$ cat src/rts_defs.vh
// register offsets, reset values and state codes of the radio test and status bank
`ifndef RTS_DEFS_VH
`define RTS_DEFS_VH
`define RTS_ADDR_SYNTH_TEST 6'h29
`define RTS_ADDR_PROD_TEST 6'h2a
`define RTS_ADDR_MISC_TWO 6'h2c
`define RTS_ADDR_MISC_ONE 6'h2d
`define RTS_ADDR_MISC_ZERO 6'h2e
`define RTS_ADDR_PART_ID 6'h30
`define RTS_ADDR_REV_ID 6'h31
`define RTS_ADDR_STATE_RPT 6'h35
`define RTS_RST_SYNTH_TEST 8'h57
`define RTS_RST_PROD_TEST 8'h7f
`define RTS_PROD_TEST_TEMP_EN 8'hbf
`define RTS_RST_MISC_TWO 8'h98
`define RTS_RST_MISC_ONE 8'h31
`define RTS_RST_MISC_ZERO 8'h0b
`define RTS_STATE_MSB 4
`define RTS_ST_SLEEP 5'h00
`define RTS_ST_IDLE 5'h01
`define RTS_ST_CRYSTAL_STOPPED 5'h02
`define RTS_ST_MANUAL_CAL_OSC_UP 5'h03
`define RTS_ST_MANUAL_CAL_REG_UP 5'h04
`define RTS_ST_MANUAL_CALIBRATION 5'h05
`define RTS_ST_OSCILLATOR_POWERING 5'h06
`define RTS_ST_REGULATOR_POWERING 5'h07
`define RTS_ST_CALIBRATION_BEGIN 5'h08
`define RTS_ST_LOOP_BW_BOOST 5'h09
`define RTS_ST_SYNTH_LOCKING 5'h0a
`define RTS_ST_CONVERTER_POWERING 5'h0b
`define RTS_ST_CALIBRATION_FINISH 5'h0c
`define RTS_ST_SYNTH_READY_FOR_SEND 5'h12
`define RTS_ST_TRANSMITTING 5'h13
`define RTS_ST_TRANSMIT_ENDING 5'h14
`define RTS_ST_TRANSMIT_UNDERFLOW 5'h16
`endif

$ cat src/rts_regs.v
// test, identification and radio state report register bank
`timescale 1ns/1ps
`include "rts_defs.vh"

// Summary of operation
// - synth test word resets 0x57, test only
// - 0xbf in production word enables idle temp sensor
// - three misc test words reset 0x98/0x31/0x0b
// - read-only part and revision identifiers
// - state code bits 4:0, upper bits zero
// - state codes for sleep through calibration end and the transmit path
module rts_regs #(
    parameter [7:0] PART_ID = 8'h5a, // arbitrary value
    parameter [7:0] REV_ID = 8'h01 // arbitrary value
) (
    input wire clk,
    input wire reset,
    input wire wr_en,
    input wire rd_en,
    input wire [5:0] addr,
    input wire [7:0] wr_data,
    input wire [4:0] radio_fsm_code,
    output reg [7:0] rd_data_q,
    output reg rd_valid_q,
    output reg temp_sensor_en_q,
    output reg [7:0] synth_test_word_q,
    output reg [7:0] misc_test_word_two_q,
    output reg [7:0] misc_test_word_one_q,
    output reg [7:0] misc_test_word_zero_q
);
    // storage and state kept inside the bank
    // of the test words, only the production word is not brought out as a port
    reg [7:0] production_test_word_q;
    // state code as seen at the previous edge
    reg [4:0] state_q;
    // read value of the addressed register
    reg [7:0] rd_mux;
    // high while the reported state is idle
    reg state_is_idle;

    // address decode results
    // the selects are mutually exclusive by construction
    wire sel_synth;
    wire sel_prod;
    wire sel_two;
    wire sel_one;
    wire sel_zero;
    wire sel_part;
    wire sel_rev;
    wire sel_state;

    // write strobes of the writable registers
    wire wr_synth;
    wire wr_prod;
    wire wr_two;
    wire wr_one;
    wire wr_zero;

    // read terms, zero unless their register is addressed
    reg [7:0] term_synth;
    reg [7:0] term_prod;
    reg [7:0] term_two;
    reg [7:0] term_one;
    reg [7:0] term_zero;
    reg [7:0] term_part;
    reg [7:0] term_rev;
    reg [7:0] term_state;

    // sensor enable code match on the production word
    wire temp_code_match;

    // synth test word address
    assign sel_synth = (addr == `RTS_ADDR_SYNTH_TEST);
    // production test word address
    assign sel_prod = (addr == `RTS_ADDR_PROD_TEST);
    // misc test word two address
    assign sel_two = (addr == `RTS_ADDR_MISC_TWO);
    // misc test word one address
    assign sel_one = (addr == `RTS_ADDR_MISC_ONE);
    // misc test word zero address
    assign sel_zero = (addr == `RTS_ADDR_MISC_ZERO);
    assign sel_part = (addr == `RTS_ADDR_PART_ID);
    assign sel_rev = (addr == `RTS_ADDR_REV_ID);
    assign sel_state = (addr == `RTS_ADDR_STATE_RPT);

    // write strobes; read-only and unmapped addresses get none
    // so a write to an identifier or the report is dropped
    assign wr_synth = wr_en && sel_synth;
    assign wr_prod = wr_en && sel_prod;
    assign wr_two = wr_en && sel_two;
    assign wr_one = wr_en && sel_one;
    assign wr_zero = wr_en && sel_zero;

    // state code comes from same-clock radio logic, no synchroniser
    // one register stage keeps a read stable within its cycle
    // costs one cycle of latency on the report and the sensor gate
    always @(posedge clk) begin
        if (reset) begin
            state_q <= `RTS_ST_SLEEP;
        end else begin
            state_q <= radio_fsm_code;
        end
    end

    // every documented code decoded; only idle lets the sensor on
    // unused codes fall to the default and count as not idle
    // a glitchy code from the radio thus never enables the sensor
    always @* begin
        case (state_q)
            `RTS_ST_SLEEP: state_is_idle = 1'b0;
            `RTS_ST_IDLE: state_is_idle = 1'b1;
            `RTS_ST_CRYSTAL_STOPPED: state_is_idle = 1'b0;
            `RTS_ST_MANUAL_CAL_OSC_UP: state_is_idle = 1'b0;
            `RTS_ST_MANUAL_CAL_REG_UP: state_is_idle = 1'b0;
            `RTS_ST_MANUAL_CALIBRATION: state_is_idle = 1'b0;
            `RTS_ST_OSCILLATOR_POWERING: state_is_idle = 1'b0;
            `RTS_ST_REGULATOR_POWERING: state_is_idle = 1'b0;
            `RTS_ST_CALIBRATION_BEGIN: state_is_idle = 1'b0;
            `RTS_ST_LOOP_BW_BOOST: state_is_idle = 1'b0;
            `RTS_ST_SYNTH_LOCKING: state_is_idle = 1'b0;
            `RTS_ST_CONVERTER_POWERING: state_is_idle = 1'b0;
            `RTS_ST_CALIBRATION_FINISH: state_is_idle = 1'b0;
            // transmit path codes
            `RTS_ST_SYNTH_READY_FOR_SEND: state_is_idle = 1'b0;
            `RTS_ST_TRANSMITTING: state_is_idle = 1'b0;
            `RTS_ST_TRANSMIT_ENDING: state_is_idle = 1'b0;
            `RTS_ST_TRANSMIT_UNDERFLOW: state_is_idle = 1'b0;
            default: state_is_idle = 1'b0;
        endcase
    end

    // enable code match on the production word
    assign temp_code_match = (production_test_word_q == `RTS_PROD_TEST_TEMP_EN);

    // synth test word, reset value 0x57
    // test use only; normal firmware leaves it alone
    // no write protection, the host is trusted here
    always @(posedge clk) begin
        if (reset) begin
            synth_test_word_q <= `RTS_RST_SYNTH_TEST;
        end else if (wr_synth) begin
            synth_test_word_q <= wr_data;
        end
    end

    // production test word, reset value 0x7f
    // any value is stored; only the enable code has an effect
    // other values are test settings with no logic behind them
    always @(posedge clk) begin
        if (reset) begin
            production_test_word_q <= `RTS_RST_PROD_TEST;
        end else if (wr_prod) begin
            production_test_word_q <= wr_data;
        end
    end

    // misc test word two, reset value 0x98
    // the host loads tool values only
    // contents are passed out unchecked
    always @(posedge clk) begin
        if (reset) begin
            misc_test_word_two_q <= `RTS_RST_MISC_TWO;
        end else if (wr_two) begin
            misc_test_word_two_q <= wr_data;
        end
    end

    // misc test word one, reset value 0x31
    // the host loads tool values only
    // contents are passed out unchecked
    always @(posedge clk) begin
        if (reset) begin
            misc_test_word_one_q <= `RTS_RST_MISC_ONE;
        end else if (wr_one) begin
            misc_test_word_one_q <= wr_data;
        end
    end

    // misc test word zero, reset value 0x0b
    // the host loads tool values only
    // contents are passed out unchecked
    always @(posedge clk) begin
        if (reset) begin
            misc_test_word_zero_q <= `RTS_RST_MISC_ZERO;
        end else if (wr_zero) begin
            misc_test_word_zero_q <= wr_data;
        end
    end

    // sensor only in idle with enable code
    // sensor drops if host leaves idle without restoring
    // gating by state in hardware covers a host that forgets the restore
    // registered so the output comes straight from a flip-flop
    always @(posedge clk) begin
        if (reset) begin
            temp_sensor_en_q <= 1'b0;
        end else begin
            temp_sensor_en_q <= state_is_idle && temp_code_match;
        end
    end

    // read terms; an and-or mux keeps unmapped addresses at zero
    // without a default branch to forget
    // synth test word term
    always @* begin
        if (sel_synth) begin
            term_synth = synth_test_word_q;
        end else begin
            term_synth = 8'h00;
        end
    end

    // production test word term
    always @* begin
        if (sel_prod) begin
            term_prod = production_test_word_q;
        end else begin
            term_prod = 8'h00;
        end
    end

    // misc test word two term
    always @* begin
        if (sel_two) begin
            term_two = misc_test_word_two_q;
        end else begin
            term_two = 8'h00;
        end
    end

    // misc test word one term
    always @* begin
        if (sel_one) begin
            term_one = misc_test_word_one_q;
        end else begin
            term_one = 8'h00;
        end
    end

    // misc test word zero term
    always @* begin
        if (sel_zero) begin
            term_zero = misc_test_word_zero_q;
        end else begin
            term_zero = 8'h00;
        end
    end

    always @* begin
        if (sel_part) begin
            term_part = PART_ID;
        end else begin
            term_part = 8'h00;
        end
    end

    always @* begin
        if (sel_rev) begin
            term_rev = REV_ID;
        end else begin
            term_rev = 8'h00;
        end
    end

    // codes pass through unchanged, unused ones included
    always @* begin
        if (sel_state) begin
            term_state = {3'h0, state_q};
        end else begin
            term_state = 8'h00;
        end
    end

    // at most one term is nonzero since the selects are exclusive
    always @* begin
        rd_mux = term_synth | term_prod | term_two | term_one |
            term_zero | term_part | term_rev | term_state;
    end

    // read valid, one cycle after rd_en
    always @(posedge clk) begin
        if (reset) begin
            rd_valid_q <= 1'b0;
        end else begin
            rd_valid_q <= rd_en;
        end
    end

    // read data registered on rd_en and held until the next read
    // a write in the same cycle is seen only by later reads
    // holding the byte lets a slow host pick it up late
    always @(posedge clk) begin
        if (reset) begin
            rd_data_q <= 8'h00;
        end else if (rd_en) begin
            rd_data_q <= rd_mux;
        end
    end
endmodule

$ cat config.mk
export PLATFORM = sky130hd
export DESIGN_NAME = rts_regs
export DESIGN_NICKNAME = d
export VERILOG_FILES = /design/src/rts_regs.v
export VERILOG_INCLUDE_DIRS = /design/src
export SDC_FILE = /design/constraint.sdc
export NUM_CORES = 1
export LEC_CHECK = 0
export BUFFER_PORTS_ARGS = -buffer_cell sky130_fd_sc_hd__buf_2
export CAP_MARGIN = 15
export CORE_MARGIN = 2
export CORE_UTILIZATION = 28
export DETAILED_ROUTE_END_ITERATION = 6
export GPL_TIMING_DRIVEN = 0
export SETUP_SLACK_MARGIN = 0.4
export SYNTH_ARGS = -nofsm -noshare
export SYNTH_HDL_FRONTEND = slang
export SYNTH_SLANG_ARGS = --single-unit
$ cat constraint.sdc
create_clock -name clk -period 3.4 [get_ports clk]
set_clock_uncertainty 0.15 [all_clocks]
set_input_delay 0.17 -clock clk [delete_from_list [all_inputs] [get_ports clk]]
set_output_delay 0.17 -clock clk [all_outputs]
set_load 0.05 [all_outputs]
==> results.py <==
metrics = {
    "setup_path": {
        "start_kind": "input port",
        "path_max_fanout": 10,
        "cp_data_required_time_ns": 3.44,
        "cp.arrival_ns": 1.44,
        "critical_path_class": "in -> reg",
        "crit_path_end_kind": "flip-flop",
    },
    "logic_synthesis": {
        "synth_seq_cells": 56,
        "synth-main-ff-cell": "dfxtp_1",
        "synth.area.top_cells": "dfxtp_1, mux2i_1, a211o_1",
        "syn_avg_cell_area_um2": 10.02,
        "synthCells": 244,
        "synth_edf_count": 0,
        "syn-num-nets": 267,
        "yosys_warnings": 0,
        "ys_seq_area_frac": 0.4583,
        "async_flop_share": 0,
        "synth_top_area_frac": 0.4583,
        "synth_area_leader_cell": "dfxtp_1",
        "synth_cell_types": 36,
        "synthesis.area_um2": 2446,
    },
    "sta": {
        "fin_crit_sh": 0.4133,
        "grt_setup_unrepaired": "no",
        "finalWorstSetupSlack_ns": 1.995,
        "fin_crit_ns": 1.405,
        "hold_viol_final": 0,
        "fmax_mhz": 711.6,
        "slew_headroom": 0.6225,
        "tns_ns": 0,
        "worst_slew_pin_slew_ns": 0.5663,
        "finalMaxSlewViolations": 0,
        "setup-violations-final": 0,
    },
    "global_routing": {
        "grt_pass1_vias": 2045,
        "grt_overflow": 0,
        "track_usage": 0.1459,
        "antenna_found_initial": 0,
        "grt_pass1_wl_mm": 10.91,
        "grt_max_degree": 16,
    },
    "clock_network": {
        "clkLatencyLatePin_ns": 0.29,
        "cts_sinks": 56,
        "cts.reportedPaths.clkPinSlew_ns": 0.09,
        "tritoncts": "done",
        "cts_max_path_buffers": 2,
        "root_buffer": "clkbuf_8",
        "cts_htree_levels": 2,
        "cts_buffers": 5,
        "cts_setup_buffers": 0,
    },
    "placed_design": {
        "place_congestion": 0.8409,
        "io_buffer_count": 62,
        "pre_cts_slack_ns": 1.691,
        "hpwl_mm": 5.181,
        "placed_cell_area_um2": 2892,
    },
    "floorplan": {
        "die_area_um2": 9499,
        "die_w_um": 97.47,
        "io-pin-count": 65,
        "die_y_um": 97.47,
        "initial_utilization": 0.2847,
        "core_area_um2": 8593,
        "rows": 34,
    },
    "route": {
        "drtIter0Drc": 135,
        "via_count": 2049,
        "ant_nets": 0,
        "drt_wl_total_mm": 6.865,
        "drcViolationCount": 0,
        "avgRoutedWirePerCell_um": 16.00,
        "viasPerCell": 4.776,
        "drt_first_pass_iters": 4,
    },
    "final_layout": {
        "mostFrequentLayoutCell": "buf_2",
        "n_antenna_cell": 0,
        "area_growth_pct": 25.42,
        "nNetsFinal": 344,
        "final_design_area_no_fill_um2": 3068,
        "layout_common_cells": "buf_2, dfxtp_1, nor2_1",
        "drive_gt1_frac": 0.2710,
    },
    "power": {
        "finalPower_mw": 1.186,
        "peakVddDrop_mv": 0.1565,
        "p_leak_nw": 1.238,
        "p_per_area_nw_per_um2": 386.6,
    },
    "outcome": {
        "status": "complete, no violations",
    },
    "job": {
        "drv_cap": 0,
    },
    "hold_path": {
        "hp-class": "in -> reg",
    },
}
## cells in the mapped netlist (2+ instances only)
library cell	instances
clkbuf_1	7
nor2b_1	25
dfxtp_1	56
o21ai_0	5
mux2i_1	27
buf_4	2
nor2b_2	2
buf_2	5
and3_1	4
a22oi_1	7
nand2_1	5
buf_6	3
a21oi_1	2
a22o_1	2
and3_4	3
nor2_1	31
o31ai_1	2
a211o_1	21
a211oi_1	5
a311oi_1	3
and2_1	3
o2bb2ai_1	8
inv_1	3
## worst paths after layout
check	from	endpoint	slack, ns	cells past startpoint
max	addr[2]	misc_test_word_one_q[5]	1.99	7
min	wr_data[4]	synth_test_word_q[4]	0.03	2
max reg2reg	misc_test_word_one_q[5]	rd_data_q[5]	2.12	4
min reg2reg	state_is_idle	temp_sensor_en_q	0.32	1
## worst max-delay path, cell delays in order
cell and delay, ns:
buf_2 0.16, and4b_1 0.30, buf_6 0.17, and3_4 0.21
buf_12 0.14, nor2b_2 0.04, a211o_1 0.25
## power by group
part	total, mW	switching (mW)	leakage [nW]	internal [mW]
clock	0.380	0.198	0.0503	0.182
sequential	0.672	0.00520	0.455	0.667
combinational	0.134	0.0878	0.732	0.0466
## area by class of cell
| class | count | area, µm² |
|---|---|---|
| Fill cell | 907 | 5525 |
| Multi-Input combinational cell | 166 | 1190 |
| Sequential cell | 56 | 1121 |
| Timing Repair Buffer | 70 | 390.4 |
| Tap cell | 108 | 135.1 |
| Buffer | 19 | 123.9 |
| Clock buffer | 7 | 96.34 |
| Inverter | 3 | 11.26 |
## state kept, by name, summed over array words and instances (netlist names)
register                count
misc_test_word_one_q        8
misc_test_word_two_q        8
misc_test_word_zero_q       8
production_test_word_q      8
rd_data_q                   8
synth_test_word_q           8
state_q                     5
rd_valid_q                  1
state_is_idle               1
temp_sensor_en_q            1
## metal layers
layer	vias to the layer above	share of wire	routed length, µm	GRT usage
met2	53	0.45	3105	0.2334
met4	0	0.0042	29	0.02778
li1	1031	-	-	-
met3	2	0.055	380	0.03165
met5	-	0	0	0
met1	963	0.49	3349	0.2043
## kinds of logic (layout without fill, tap and decap cells)
group,after synthesis,count (layout),synth area share
multiplexers,27,27,0.1105
buffers and inverters,22,99,0.05524
AND/OR/NAND/NOR,82,82,0.1872
flip-flops,56,56,0.4583
AO/OA/AOI/OAI,57,57,0.1887
## what timing repair did
| action | 4_1_cts | 5_1_grt |
|---|---|---|
| gates resized for setup | 0 | 0 |
| hold buffers | 7 | 1 |
| hold endpoints to repair | 8 | 1 |
## per-stage QoR
step	instances	utilization	hold WS, ns
global placement	414	0.3365	0.2584
detailed placement	414	0.3365	0.2484
global route	429	0.3570	0.01792
CTS	428	0.3559	0.001948
floorplan	244	-	0.1378
finish	429	0.3570	0.02799
Note: power is estimated with default switching activity, not from simulation.
